`config.mk`:
```
export PLATFORM = sky130hd
export DESIGN_NAME = cso_core_regs
export DESIGN_NICKNAME = d
export VERILOG_FILES = /design/src/cso_pkg.sv /design/src/cso_presc_if.sv /design/src/cso_prescaler.sv /design/src/cso_core_regs.sv
export SDC_FILE = /design/constraint.sdc
export NUM_CORES = 1
export LEC_CHECK = 0
export BUFFER_PORTS_ARGS = -buffer_cell sky130_fd_sc_hd__buf_2
export CORE_ASPECT_RATIO = 0.7
export CORE_MARGIN = 3
export CORE_UTILIZATION = 55
export DETAILED_ROUTE_END_ITERATION = 8
export HOLD_SLACK_MARGIN = 0.02
export PLACE_DENSITY = 0.82
export SLEW_MARGIN = 20
export SYNTH_ARGS = -nofsm -noshare
export SYNTH_HDL_FRONTEND = slang
export SYNTH_SLANG_ARGS = --single-unit
export TNS_END_PERCENT = 20
```
`constraint.sdc`:
```
create_clock -name clk_sys_i -period 5.75 [get_ports clk_sys_i]
set_input_delay 0.8625 -clock clk_sys_i [delete_from_list [all_inputs] [get_ports clk_sys_i]]
set_output_delay 0.8625 -clock clk_sys_i [all_outputs]
set_load 0.02 [all_outputs]
```
`src/cso_pkg.sv`:
```
// constants for the core status, option and interrupt control registers
package cso_pkg;
    // mirrored addresses, matched on the low address bits
    localparam logic [6:0] STATUS_LOW = 7'h03;
    localparam logic [7:0] OPTION_LOW = 8'h81;
    localparam logic [6:0] INTCTL_LOW = 7'h0B;
    localparam logic [8:0] STATUS_ADDR = 9'h003;
    localparam logic [8:0] OPTION_ADDR = 9'h081;
    localparam logic [8:0] INTCTL_ADDR = 9'h00B;
    localparam logic [8:0] OPTION_MIRROR = 9'h181;
    // arith_reset_status fields
    localparam int ST_BANK_HI = 7;
    localparam int ST_BANK_LO = 5;
    localparam int ST_TIMEOUT = 4;
    localparam int ST_POWERDOWN = 3;
    localparam int ST_ZERO = 2;
    localparam int ST_NIBBLE = 1;
    localparam int ST_CARRY = 0;
    // timer_config_reg fields
    localparam int OP_PULLUP_DIS = 7;
    localparam int OP_EXT_EDGE = 6;
    localparam int OP_T0_SRC = 5;
    localparam int OP_T0_EDGE = 4;
    localparam int OP_PRESC_OWNER = 3;
    localparam int OP_RATE_HI = 2;
    // irq_control_reg fields
    localparam int IC_GLOBAL_EN = 7;
    localparam int IC_PERIPH_EN = 6;
    localparam int IC_T0_EN = 5;
    localparam int IC_EXT_EN = 4;
    localparam int IC_PORT_EN = 3;
    localparam int IC_T0_FLAG = 2;
    localparam int IC_EXT_FLAG = 1;
    localparam int IC_PORT_FLAG = 0;
    // reset values
    localparam logic [7:0] STATUS_RST = 8'h18;
    localparam logic [7:0] OPTION_RST = 8'hFF;
    localparam logic [7:0] INTCTL_RST = 8'h00;
    localparam logic [7:0] PRESC_RST = 8'h00;
endpackage : cso_pkg

```
`src/cso_presc_if.sv`:
```
// link between the register core and the timer0/watchdog prescaler
`timescale 1ns/1ps
interface cso_presc_if;
    logic timer_ext_clock_pin;
    logic timer0_source_select;
    logic timer0_edge_select;
    logic prescaler_owner;
    logic [2:0] prescale_rate;
    logic cycle_tick;
    logic wdt_base_tick;
    logic timer0_inc;
    logic wdt_inc;
    modport core (
        output timer_ext_clock_pin, timer0_source_select, timer0_edge_select,
        output prescaler_owner, prescale_rate, cycle_tick, wdt_base_tick,
        input timer0_inc, wdt_inc
    );
    modport presc (
        input timer_ext_clock_pin, timer0_source_select, timer0_edge_select,
        input prescaler_owner, prescale_rate, cycle_tick, wdt_base_tick,
        output timer0_inc, wdt_inc
    );
endinterface : cso_presc_if

```
`src/cso_prescaler.sv`:
```
// shared prescaler and timer0 clock source selection
`timescale 1ns/1ps
module cso_prescaler (
    // clock and reset
    input wire logic clk_sys_i,
    input wire logic reset_i,
    // core link
    cso_presc_if.presc p
);
    logic pin_meta_r, pin_meta_nxt;
    logic pin_sync_r, pin_sync_nxt;
    logic pin_prev_r, pin_prev_nxt;
    logic [7:0] cnt_r, cnt_nxt;
    logic t0_inc_r, t0_inc_nxt;
    logic wdt_inc_r, wdt_inc_nxt;
    logic ext_evt, src_evt, presc_in, hit;
    logic [3:0] shift;
    logic [8:0] mask;
    logic [7:0] cnt_inc;

    always_comb begin
        pin_meta_nxt = p.timer_ext_clock_pin;
        pin_sync_nxt = pin_meta_r;
        pin_prev_nxt = pin_sync_r;
        ext_evt = p.timer0_edge_select ? (pin_prev_r & ~pin_sync_r)
                                       : (~pin_prev_r & pin_sync_r);
        src_evt = p.timer0_source_select ? ext_evt : p.cycle_tick;
        presc_in = p.prescaler_owner ? p.wdt_base_tick : src_evt;
        shift = p.prescaler_owner ? {1'b0, p.prescale_rate}
                                  : 4'({1'b0, p.prescale_rate} + 4'h1);
        mask = 9'((9'h001 << shift) - 9'h001);
        cnt_inc = 8'(cnt_r + 8'h01);
        hit = presc_in && ((cnt_inc & mask[7:0]) == 8'h00);
        cnt_nxt = presc_in ? cnt_inc : cnt_r;
        // undivided timer when watchdog owns it
        t0_inc_nxt = p.prescaler_owner ? src_evt : hit;
        wdt_inc_nxt = p.prescaler_owner ? hit : p.wdt_base_tick;
    end

    always_ff @(posedge clk_sys_i) begin
        if (reset_i) begin
            pin_meta_r <= 1'b0;
            pin_sync_r <= 1'b0;
            pin_prev_r <= 1'b0;
            cnt_r <= cso_pkg::PRESC_RST;
            t0_inc_r <= 1'b0;
            wdt_inc_r <= 1'b0;
        end else begin
            pin_meta_r <= pin_meta_nxt;
            pin_sync_r <= pin_sync_nxt;
            pin_prev_r <= pin_prev_nxt;
            cnt_r <= cnt_nxt;
            t0_inc_r <= t0_inc_nxt;
            wdt_inc_r <= wdt_inc_nxt;
        end
    end

    assign p.timer0_inc = t0_inc_r;
    assign p.wdt_inc = wdt_inc_r;
endmodule : cso_prescaler

```
`src/cso_core_regs.sv`:
```
// core status, option and interrupt control registers
// Operation
// - flag-updating instructions load zero, nibble and carry bits from flag logic
// - timeout and powerdown bits ignore writes; only reset, sleep, watchdog change them
// - clear of status zeroes bank bits, sets zero, keeps the rest
// - in subtraction carry and nibble bits read as active-low borrows
// - status register appears at the same storage in every bank
// - option register is read/write and mirrored at two addresses
// - bit 7 high disables pull-ups, else latch values enable them
// - bit 6 picks rising or falling external interrupt edge
// - bit 5 picks timer pin transitions or instruction cycle clock
// - bit 4 picks falling or rising edge on timer pin
// - bit 3 gives prescaler to watchdog, timer then counts undivided
// - interrupt control holds enables and flags for three sources, read/write
// - flags set on their condition regardless of any enable
// - external pin flag stays set until software clears it
// - peripheral interrupts need the peripheral enable bit at position 6
`timescale 1ns/1ps
module cso_core_regs (
    // clock and reset
    input wire logic clk_sys_i,
    input wire logic reset_i,
    // register access from the instruction datapath
    input wire logic [8:0] addr_i,
    input wire logic wr_en_i,
    input wire logic clr_i,
    input wire logic [7:0] wr_data_i,
    input wire logic rd_en_i,
    output logic [7:0] rd_data_o,
    // arithmetic flag logic
    input wire logic [2:0] flag_upd_i,
    input wire logic alu_sub_i,
    input wire logic alu_zero_i,
    input wire logic alu_nibble_i,
    input wire logic alu_carry_i,
    // sleep and watchdog events
    input wire logic sleep_i,
    input wire logic wdt_timeout_i,
    input wire logic wdt_clear_i,
    // pins and timer events
    input wire logic ext_irq_pin_i,
    input wire logic timer_ext_clock_pin_i,
    input wire logic cycle_tick_i,
    input wire logic wdt_base_tick_i,
    input wire logic timer0_ovf_i,
    input wire logic port_change_i,
    input wire logic periph_irq_i,
    input wire logic [7:0] port_latch_i,
    // outputs
    output logic [2:0] bank_sel_o,
    output logic [7:0] pullup_en_o,
    output logic timer0_inc_o,
    output logic wdt_inc_o,
    output logic irq_o
);
    logic [7:0] status_r, status_nxt;
    logic [7:0] option_r, option_nxt;
    logic [7:0] intctl_r, intctl_nxt;
    logic [7:0] rd_data_r, rd_data_nxt;
    logic [7:0] pullup_r, pullup_nxt;
    logic irq_r, irq_nxt;
    logic t0_inc_r, t0_inc_nxt;
    logic wdt_inc_r, wdt_inc_nxt;
    logic ext_meta_r, ext_meta_nxt;
    logic ext_sync_r, ext_sync_nxt;
    logic ext_prev_r, ext_prev_nxt;
    logic hit_status, hit_option, hit_intctl;
    logic ext_edge;
    logic [7:0] wdata;
    logic [2:0] alu_flags;

    cso_presc_if presc_link ();

    assign presc_link.timer_ext_clock_pin = timer_ext_clock_pin_i;
    assign presc_link.timer0_source_select = option_r[cso_pkg::OP_T0_SRC];
    assign presc_link.timer0_edge_select = option_r[cso_pkg::OP_T0_EDGE];
    assign presc_link.prescaler_owner = option_r[cso_pkg::OP_PRESC_OWNER];
    assign presc_link.prescale_rate = option_r[cso_pkg::OP_RATE_HI:0];
    assign presc_link.cycle_tick = cycle_tick_i;
    assign presc_link.wdt_base_tick = wdt_base_tick_i;

    cso_prescaler u_presc (
        .clk_sys_i(clk_sys_i),
        .reset_i(reset_i),
        .p(presc_link.presc)
    );

    // address decode
    always_comb begin
        hit_status = (addr_i[6:0] == cso_pkg::STATUS_LOW);
        hit_option = (addr_i[7:0] == cso_pkg::OPTION_LOW);
        hit_intctl = (addr_i[6:0] == cso_pkg::INTCTL_LOW);
        wdata = clr_i ? 8'h00 : wr_data_i;
        alu_flags = {alu_zero_i, alu_nibble_i ^ alu_sub_i, alu_carry_i ^ alu_sub_i};
    end

    // status register
    always_comb begin
        status_nxt = status_r;
        if (wdt_clear_i) begin
            status_nxt[cso_pkg::ST_TIMEOUT] = 1'b1;
            status_nxt[cso_pkg::ST_POWERDOWN] = 1'b1;
        end else if (sleep_i) begin
            status_nxt[cso_pkg::ST_TIMEOUT] = 1'b1;
            status_nxt[cso_pkg::ST_POWERDOWN] = 1'b0;
        end
        if (wdt_timeout_i) begin
            status_nxt[cso_pkg::ST_TIMEOUT] = 1'b0;
        end
        if (wr_en_i && hit_status && clr_i) begin
            // clear sets zero, keeps nibble, carry and reset bits
            status_nxt[cso_pkg::ST_BANK_HI:cso_pkg::ST_BANK_LO] = 3'h0;
            status_nxt[cso_pkg::ST_ZERO] = 1'b1;
        end else begin
            if (wr_en_i && hit_status) begin
                status_nxt[cso_pkg::ST_BANK_HI:cso_pkg::ST_BANK_LO] =
                    wdata[cso_pkg::ST_BANK_HI:cso_pkg::ST_BANK_LO];
                for (int i = 0; i <= cso_pkg::ST_ZERO; i++) begin
                    if (!flag_upd_i[i]) begin
                        status_nxt[i] = wdata[i];
                    end
                end
            end
            for (int i = 0; i <= cso_pkg::ST_ZERO; i++) begin
                if (flag_upd_i[i]) begin
                    status_nxt[i] = alu_flags[i];
                end
            end
        end
    end

    // option and interrupt control
    always_comb begin
        option_nxt = option_r;
        if (wr_en_i && hit_option) begin
            option_nxt = wdata;
        end
        ext_meta_nxt = ext_irq_pin_i;
        ext_sync_nxt = ext_meta_r;
        ext_prev_nxt = ext_sync_r;
        ext_edge = option_r[cso_pkg::OP_EXT_EDGE] ? (ext_sync_r & ~ext_prev_r)
                                                  : (~ext_sync_r & ext_prev_r);
        intctl_nxt = intctl_r;
        if (wr_en_i && hit_intctl) begin
            intctl_nxt = wdata;
        end
        // set ignores enables, wins over clear
        if (timer0_ovf_i) begin
            intctl_nxt[cso_pkg::IC_T0_FLAG] = 1'b1;
        end
        if (ext_edge) begin
            intctl_nxt[cso_pkg::IC_EXT_FLAG] = 1'b1;
        end
        if (port_change_i) begin
            intctl_nxt[cso_pkg::IC_PORT_FLAG] = 1'b1;
        end
    end

    // outputs and read data
    always_comb begin
        pullup_nxt = option_r[cso_pkg::OP_PULLUP_DIS] ? 8'h00 : port_latch_i;
        irq_nxt = intctl_r[cso_pkg::IC_GLOBAL_EN] &&
            ((intctl_r[cso_pkg::IC_T0_EN] && intctl_r[cso_pkg::IC_T0_FLAG]) ||
             (intctl_r[cso_pkg::IC_EXT_EN] && intctl_r[cso_pkg::IC_EXT_FLAG]) ||
             (intctl_r[cso_pkg::IC_PORT_EN] && intctl_r[cso_pkg::IC_PORT_FLAG]) ||
             (intctl_r[cso_pkg::IC_PERIPH_EN] && periph_irq_i));
        t0_inc_nxt = presc_link.timer0_inc;
        wdt_inc_nxt = presc_link.wdt_inc;
        rd_data_nxt = rd_data_r;
        if (rd_en_i) begin
            // unmapped addresses read zero
            if (hit_status) begin
                rd_data_nxt = status_r;
            end else if (hit_option) begin
                rd_data_nxt = option_r;
            end else if (hit_intctl) begin
                rd_data_nxt = intctl_r;
            end else begin
                rd_data_nxt = 8'h00;
            end
        end
    end

    always_ff @(posedge clk_sys_i) begin
        if (reset_i) begin
            status_r <= cso_pkg::STATUS_RST;
            option_r <= cso_pkg::OPTION_RST;
            intctl_r <= cso_pkg::INTCTL_RST;
            rd_data_r <= 8'h00;
            pullup_r <= 8'h00;
            irq_r <= 1'b0;
            t0_inc_r <= 1'b0;
            wdt_inc_r <= 1'b0;
            ext_meta_r <= 1'b0;
            ext_sync_r <= 1'b0;
            ext_prev_r <= 1'b0;
        end else begin
            status_r <= status_nxt;
            option_r <= option_nxt;
            intctl_r <= intctl_nxt;
            rd_data_r <= rd_data_nxt;
            pullup_r <= pullup_nxt;
            irq_r <= irq_nxt;
            t0_inc_r <= t0_inc_nxt;
            wdt_inc_r <= wdt_inc_nxt;
            ext_meta_r <= ext_meta_nxt;
            ext_sync_r <= ext_sync_nxt;
            ext_prev_r <= ext_prev_nxt;
        end
    end

    assign rd_data_o = rd_data_r;
    assign bank_sel_o = status_r[cso_pkg::ST_BANK_HI:cso_pkg::ST_BANK_LO];
    assign pullup_en_o = pullup_r;
    assign timer0_inc_o = t0_inc_r;
    assign wdt_inc_o = wdt_inc_r;
    assign irq_o = irq_r;
endmodule : cso_core_regs

```
### Word level (Yosys, flattened, before mapping)

Index checks and enable logic that the tools add are counted.

* output and inout port bits: 22
* flip-flop bits (word level): 59

* add/sub/neg operators: 3
* eq/ne operators: 3
* bitwise gates (word level): 12
* reduce and logical (&&, ||, !) cells: 26
* shifts and indexed selects: 1
* mux-type cells: 26

Operator list (number)
* $mux W8: 4
* $mux W1: 17
* $logic_and A1 B1 Y1: 10
* $reduce_bool A2 Y1: 5
* $add A8 B1 Y8 const B: 1
* $and A8 B8 Y8: 1
* $eq A8 B8 Y1 const B: 1
* $logic_not A8 Y1: 1
* $shl A1 B4 Y8 const A: 1
* $sub A8 B1 Y8 const B: 1
* $eq A7 B2 Y1 const B: 1
* $eq A7 B4 Y1 const B: 1
* $mux W3: 2
* $reduce_bool A3 Y1: 2
* $reduce_or A2 Y1: 3
* $not A1 Y1: 5
* $add A3 B1 Y4 const B: 1
* $and A1 B1 Y1: 4
* $mux W2: 2
* $mux W4: 1
* $reduce_and A2 Y1: 2
* $logic_or A1 B1 Y1: 3
* $xor A1 B1 Y1: 2

### Longest topological paths before layout

Gate-level depths: netlist (run 1).

* word-level depth: 8
* gate-level depth with buffers: 11
* depth with buffers taken out: 10

### Modules after synthesis

Synthesis (run 1) repeated with hierarchy kept, for this count alone.

* cell total of the unflattened synthesis: 330
* area, all modules: 2892.8 µm²

By module, submodules not included
* cso_core_regs: area each 1905.6 µm², instances 1, seq. area each 920.9 µm², cells each 210
* cso_prescaler: area each 987.2 µm², instances 1, seq. area each 260.2 µm², cells each 120

### Least setup slack after synthesis (run 1)

No wires, ideal clock.

* kind: register -> register
* from: register option_r[0]
* to: register u_presc.wdt_inc_r, in the netlist u_presc.p.wdt_inc
* data required time: 5.691 ns
* library setup time: 0.059 ns
* stages on the path, launching flop included: 10
* path slack: 3.145 ns
* arrival: 2.546 ns
* cell sequence: dfxtp_1 > ha_1 > nor2_1 > nor4b_1 > a21oi_1 > ha_1 > o32ai_1 > or4_4 > a2111oi_2 > o211a_1

* cells in the longest elaborated chain, start to end: 8

RTL lines
* start: declaration: line cso_core_regs.sv:57 `logic [7:0] option_r, option_nxt;`
* start signal: assignment: line cso_core_regs.sv:187 `option_r <= cso_pkg::OPTION_RST;`
* start signal: assignment: line cso_core_regs.sv:199 `option_r <= option_nxt;`
* $add A3 B1 Y4: line cso_prescaler.sv:30 `: 4'({1'b0, p.prescale_rate} + 4'h1);`
* $mux W4 (*): line cso_prescaler.sv:29 `shift = p.prescaler_owner ? {1'b0, p.prescale_rate}`
* $shl A1 B4 Y8 (*): line cso_prescaler.sv:31 `mask = 9'((9'h001 << shift) - 9'h001);`
* $sub A8 B1 Y8 (*): line cso_prescaler.sv:31
* $and A8 B8 Y8 (*): line cso_prescaler.sv:33 `hit = presc_in && ((cnt_inc & mask[7:0]) == 8'h00);`
* $logic_not A8 Y1 (*): line cso_prescaler.sv:33
* $logic_and A1 B1 Y1 (*): line cso_prescaler.sv:33
* $mux W1 (*): line cso_prescaler.sv:37 `wdt_inc_nxt = p.prescaler_owner ? hit : p.wdt_base_tick;`
* end signal: assignment: line cso_prescaler.sv:54 `wdt_inc_r <= wdt_inc_nxt;`
* end: declaration: line cso_prescaler.sv:15 `logic wdt_inc_r, wdt_inc_nxt;`

Every way passes the cells marked *; elsewhere a longest branch is shown, timed or not.
A chain may end at the register's enable or synchronous reset.

### Final worst setup path (run 1)

Same ends and word-level chain as after synthesis.

==> summary.txt, run 1 <==
Outcome
  • Status: completed

Floorplanning
  • Initial core utilization: 0.582
  • I/O pin count: 69
  • FP Rows: 21
  • Die span in x: 92.0 um
  • Core area: 0.00489 mm2
  • Chip height: 66.2 um
  • Total Die Area: 0.00609 mm2

Setup path
  • Setup CP Type: register to register
  • Crit end category: register
  • Startpoint types: register
  • CP max FO: 17
  • Arrival @ worst endpoint: 3.51 ns
  • Cells on worst reg2reg path: 9
  • Setup slack, reg-to-reg: 2.52 ns
  • Worst EP required: 6.03 ns

Power and ir drop
  • PwrDens: 247 mW/mm2
  • VDD IR max: 0.219 mV
  • Sw Ratio: 0.254
  • P_sw: 0.000210 W
  • Pleak: 1.44 nW
  • Seq pwr share: 0.512
  • Combinational fraction of design power: 0.071
  • Internal power: 0.000617 W
  • Power share of the clock group: 0.418

GRT
  • Grt total ovfl: 0
  • Met2 GRT Util: 0.347
  • Initial antenna violation count: 0
  • Met3 GRT Util: 0.0580
  • Top Usage Layer GRT: met2
  • Total track usage: 0.234
  • Grt met1 use: 0.325
  • Vias in the first global route: 2382
  • First-pass GRT wire length: 11100 um
  • Largest net degree at the start of global routing: 41

Detailed routing
  • Final WL: 6520 um
  • WL/cell: 13.7 um
  • Post-route ant nets: 0
  • Routed via count: 2608
  • DRC Markers: 0
  • Initial drt markers: 265
  • Drt first pass iters: 4
  • Post-DR vias/cell: 5.47

Min path
  • Hold/Removal Path Class: register to register
  • Worst Hold Depth: 1

Final layout
  • Synthesis-to-finish area growth: 17.9%
  • Layout Nets: 453
  • Antenna cells: 0
  • Number of fillers in the final layout: 426
  • Share of cells above drive strength 1: 0.221

Synth
  • Synth area leaders: dfxtp_1, nor2_1, o211ai_1
  • Prevailing post-synth register cell: dfxtp_1
  • Top-area cell type share of the netlist area: 0.415
  • Yosys top cell by area: dfxtp_1
  • Post-synth EDFFs: 0
  • Synthesized area per cell: 8.22 um2
  • Syn Nets: 396
  • Yosys Warn Count: 0
  • Yosys cell types: 48
  • Share of the yosys chip area belonging to registers: 0.415
  • Synth Register Bits: 59
  • Async S/R FF share, synth: 0
  • Syn Inst Count: 346
  • Post-Syn Area: 0.00285 mm2

Clocking
  • CTS H-tree depth: 3
  • Clock sink total: 59
  • CTS tree: yes
  • CTS root buf: clkbuf_8
  • Clk_lat worst skew: 0.33 ns
  • Clk slew on worst S/H paths: 0.07 ns
  • TritonCTS Buffers: 9
  • Hold-fix buffers, CTS: 0
  • Post-CTS setup buffers: 0
  • Clk buf depth: 2
  • Post_cts resized: 0

Flow run
  • Max Cap Viol: 0

Place
  • Post-detail-place hpwl: 4790 um
  • Gpl congestion: 0.849
  • Port bufs: 67

Timing
  • Final count of hold timing violations: 0
  • Setup TNS: 0 ns
  • Worst slew pin tran: 0.720 ns
  • Achievable Freq: 0.309 GHz
  • Max Slew Vio Count: 0
  • Min Tclk post-route: 3.23 ns
  • Final Cycle Share: 0.562
  • Setup Viol. Count Final: 0
  • Hold_ws: 0.434 ns
  • RSZ-0062 raised after global routing: no
  • Rel. slew slack: 0.520
  • Skew final: 0.00773 ns
-- per-layer routing --
metal  wire [um]  vias to the layer above  part of all wire
met4          99                        0             0.015
met3         487                       12             0.075
met2        2810                       88              0.43
li1            -                     1320                 -
met5           0                        -                 0
met1        3120                     1188              0.48
-- cell usage after synthesis, types with 2 or more instances --
master,number
nor2b_1,14
nand2_1,30
buf_4,3
nand3_1,3
nand3b_1,3
a21oi_1,26
a211oi_1,6
clkbuf_1,15
and2_1,8
or3b_1,2
a22oi_1,3
xor2_1,5
nor2_1,48
ha_1,3
a31oi_1,2
nand2b_1,17
nor4b_1,2
or3_1,5
o21ai_0,14
nor3b_1,3
and4_1,2
nand4_1,3
buf_2,2
o211a_1,2
xnor2_1,10
inv_1,5
a311oi_1,3
mux2_2,2
o21ai_1,2
dfxtp_1,59
o211ai_1,19
mux2i_1,2
nor3_1,7
and3_1,2
-- logic make-up (layout without fill, tap and decap cells) --
kind of cell               count (synthesis)  in the layout  synth area share
and+or+nand+nor                          154            154             0.278
buffers and inverters                     28             90            0.0444
muxes                                      4              4            0.0150
adders and majority gates                  3              3            0.0132
xor gates and xnor gates                  15             15            0.0462
DFF                                       59             59             0.415
AOI/OAI and AO/OA                         83             83             0.188
-- state kept, by name, indices dropped and copies added (netlist names), 8 cells and up --
name	count
pullup_en_o	8
rd_data_o	8
status_r	8
u_presc.cnt_r	8
option_r	8
intctl_r	8
-- worst paths after layout --
kind,to,startpoint
min reg2reg,ext_prev_nxt,ext_meta_r
max,u_presc.p.wdt_inc,option_r[0]
max reg2reg,u_presc.p.wdt_inc,option_r[0]
min,ext_prev_nxt,ext_meta_r
-- power groups by stage --
stage                     clock network [W]  registers, W  logic (W)
after CTS                          0.000355      0.000423  0.0000586
after floorplan                           0      0.000431  0.0000338
final                              0.000345      0.000423  0.0000586
after global placement                    0      0.000432  0.0000567
after global routing               0.000373      0.000424  0.0000657
after detailed placement                  0      0.000432  0.0000581
-- cells in the final DEF (no fill, tap or decap), drive strengths merged, types with 3 or more instances in the layout --
master | Yosys | routed
nand2b | 17 | 17
nand3 | 4 | 4
buf | 6 | 67
or3 | 5 | 5
a21oi | 26 | 26
a311oi | 3 | 3
a22oi | 3 | 3
and2 | 8 | 8
clkinv | 1 | 5
nor2b | 15 | 15
nand3b | 3 | 3
inv | 6 | 8
clkbuf | 15 | 10
o21ai | 16 | 16
xor2 | 5 | 5
xnor2 | 10 | 10
ha | 3 | 3
o211ai | 19 | 19
nand4 | 3 | 3
a211oi | 6 | 6
nor2 | 48 | 48
dfxtp | 59 | 59
nor3b | 3 | 3
nor3 | 7 | 7
nand2 | 30 | 30
-- metrics by stage --
stage | worst slack [ns] | utilization | cells | area (um2) | power (W)
after floorplan | 3.15 | - | 346 | 2850 | 0.000465
after global placement | 2.66 | 0.648 | 461 | 3170 | 0.000489
after detailed placement | 2.56 | 0.648 | 461 | 3170 | 0.000490
after CTS | 2.52 | 0.686 | 477 | 3350 | 0.000836
after global routing | 2.14 | 0.686 | 477 | 3350 | 0.000863
final | 2.52 | 0.686 | 477 | 3350 | 0.000827
-- cell type report --
cell class / instances / area [um2] / share of cell area
Multi-Input combinational cell: 259 / 1540 / 0.459
Sequential cell: 59 / 1180 / 0.352
Timing Repair Buffer: 67 / 335 / 0.100
Clock buffer: 10 / 138 / 0.0410
Tap cell: 69 / 86.3 / 0.0257
Clock inverter: 6 / 48.8 / 0.0146
Inverter: 7 / 26.3 / 0.00784
-- critical path, cell delays in order, from the launching register on --
cell       delay (ns)
dfxtp_1          0.67
ha_1             0.38
nor2_1           0.24
nor4b_1          0.27
a21oi_1          0.08
ha_1             0.30
o32ai_1          0.08
or4_4            0.51
a2111oi_2        0.44
o211a_1          0.19
Power figures use the tool's default switching activity.
==> run 2: changes to the inputs <==
- CORE_UTILIZATION: 55 -> 53
- PLACE_DENSITY: 0.82 -> 0.79
- clock period: 5.75 -> 3.1 ns (I/O delays scaled with it)
==> summary.txt, run 2 (synthesis gave the netlist of run 1 again) <==
Outcome
  • Status: completed

Floorplanning
  • Core area: 0.00497 mm2
  • Die span in x: 93.6 um
  • Chip height: 67.3 um
  • Total Die Area: 0.00630 mm2
  • Initial core utilization: 0.573
  • FP Rows: 21
  • I/O pin count: 69

Final layout
  • Antenna cells: 0
  • FF+latch area: 0.00118 mm2
  • Layout Nets: 459
  • Commonest cells after routing, fill and taps aside: buf_2, dfxtp_1, nor2_1
  • Share of cells above drive strength 1: 0.232
  • Number of fillers in the final layout: 426
  • Commonest non-fill, non-tap cell in the layout: buf_2
  • Multi-input combinational cell area: 0.00154 mm2
  • Post-route cell area: 0.00339 mm2
  • Synthesis-to-finish area growth: 19.1%

Setup path
  • Worst path cell trace: ha_1 -> nor2b_1 -> nor4b_1 -> a21oi_1 -> ha_1 -> o32ai_1 -> or4_4 -> a2111oi_2 -> o211a_1
  • Worst EP required: 3.38 ns
  • CP delay by family, top: simple AND/OR/NAND/NOR gates
  • Buf+Inv Stages, Crit Path: 0
  • Setup CP Type: register to register
  • Reg-to-reg endpoint: u_presc.p.wdt_inc
  • Critical Path Most Common Cell: ha_1
  • Reg2reg start: option_r[0]
  • Cells on worst reg2reg path: 9
  • CP max FO: 10
  • Startpoint types: register
  • Slowest CP cell: or4_4
  • Slowest stage delay, CP: 0.51 ns
  • Arrival @ worst endpoint: 3.11 ns
  • Setup slack, reg-to-reg: 0.27 ns
  • Crit end category: register

Detailed routing
  • WL/cell: 13.6 um
  • Routed via count: 2642
  • Post-route ant nets: 0
  • Post-DR vias/cell: 5.47
  • Final WL: 6560 um
  • Initial drt markers: 136
  • DRC Markers: 0
  • Drt first pass iters: 4

Clocking
  • Clk buf depth: 2
  • Post_cts resized: 0
  • Post-CTS setup buffers: 0
  • CTS tree: yes
  • Clock sink total: 59
  • TritonCTS Buffers: 9
  • Clk_lat worst skew: 0.34 ns
  • CTS root buf: clkbuf_8
  • Hold-fix buffers, CTS: 0
  • Clk slew on worst S/H paths: 0.07 ns
  • CTS H-tree depth: 3

Place
  • Port bufs: 67
  • Post-placement cell area: 0.00321 mm2
  • Post-detail-place hpwl: 4910 um
  • Setup WS pre-CTS: 0.330 ns
  • Gpl congestion: 0.876

Timing
  • Achievable Freq: 0.354 GHz
  • Worst slew pin tran: 0.518 ns
  • Hold_ws: 0.312 ns
  • Final count of hold timing violations: 0
  • Min Tclk post-route: 2.83 ns
  • Max Slew Vio Count: 0
  • RSZ-0062 raised after global routing: no
  • Skew final: 0.00739 ns
  • Final setup margin: 0.275 ns
  • Rel. slew slack: 0.655
  • Final Cycle Share: 0.911
  • Setup Viol. Count Final: 0
  • Setup TNS: 0 ns

Flow run
  • Max Cap Viol: 0

GRT
  • Largest net degree at the start of global routing: 41
  • Initial antenna violation count: 0
  • Grt total ovfl: 0
  • Total track usage: 0.221
  • Vias in the first global route: 2421
  • First-pass GRT wire length: 11000 um

Power and ir drop
  • PwrDens: 449 mW/mm2
  • Internal power: 0.00114 W
  • Combinational fraction of design power: 0.073
  • Power share of the clock group: 0.411
  • P_sw: 0.000384 W
  • Seq pwr share: 0.516
  • Sw Ratio: 0.252
  • Pleak: 1.46 nW
  • VDD IR max: 0.311 mV

Min path
  • Hold endpoint: status_r[4]
  • Hold/Removal Path Class: input port to register
  • Hold Startpoint: wdt_timeout_i
  • Worst Hold Depth: 2
-- run 2: per-stage QoR --
stage,power (W),instances,util
after floorplan,0.000862,346,-
after global placement,0.000908,467,0.647
after detailed placement,0.000911,467,0.647
after CTS,0.00154,483,0.683
after global routing,0.00158,483,0.683
final,0.00152,483,0.683
-- run 2: cell type report --
type,instances,share of cell area
tap,69,0.0255
inverter,7,0.00775
clock buffer,10,0.0406
clock inverter,6,0.0118
multi-input combinational,259,0.454
sequential,59,0.348
timing repair buffer,73,0.112
-- run 2: how the worst max path moves through the flow --
| stage | start | endpoint | depth (start not counted) |
|---|---|---|---|
| 2_1_floorplan | option_r[0] | u_presc.p.wdt_inc | 9 |
| 3_3_place_gp | option_r[0] | u_presc.p.wdt_inc | 9 |
| 3_5_place_dp | option_r[0] | u_presc.p.wdt_inc | 9 |
| 4_1_cts | option_r[0] | u_presc.p.wdt_inc | 9 |
| 5_1_grt | option_r[0] | u_presc.p.wdt_inc | 9 |
| 6_report | option_r[0] | u_presc.p.wdt_inc | 9 |
-- run 2: per-layer routing --
layer,global-route usage,share of wire
met4,0.0631,0.0081
met3,0.0824,0.092
met5,0,0
met2,0.326,0.41
met1,0.303,0.49
-- run 2: power groups by stage --
stage	logic, W	registers [W]	clock network [W]
finish	0.000111	0.000785	0.000626
global route	0.000123	0.000786	0.000675
CTS	0.000110	0.000784	0.000641
detailed placement	0.000109	0.000801	0
global placement	0.000107	0.000801	0
floorplan	0.0000627	0.000799	0
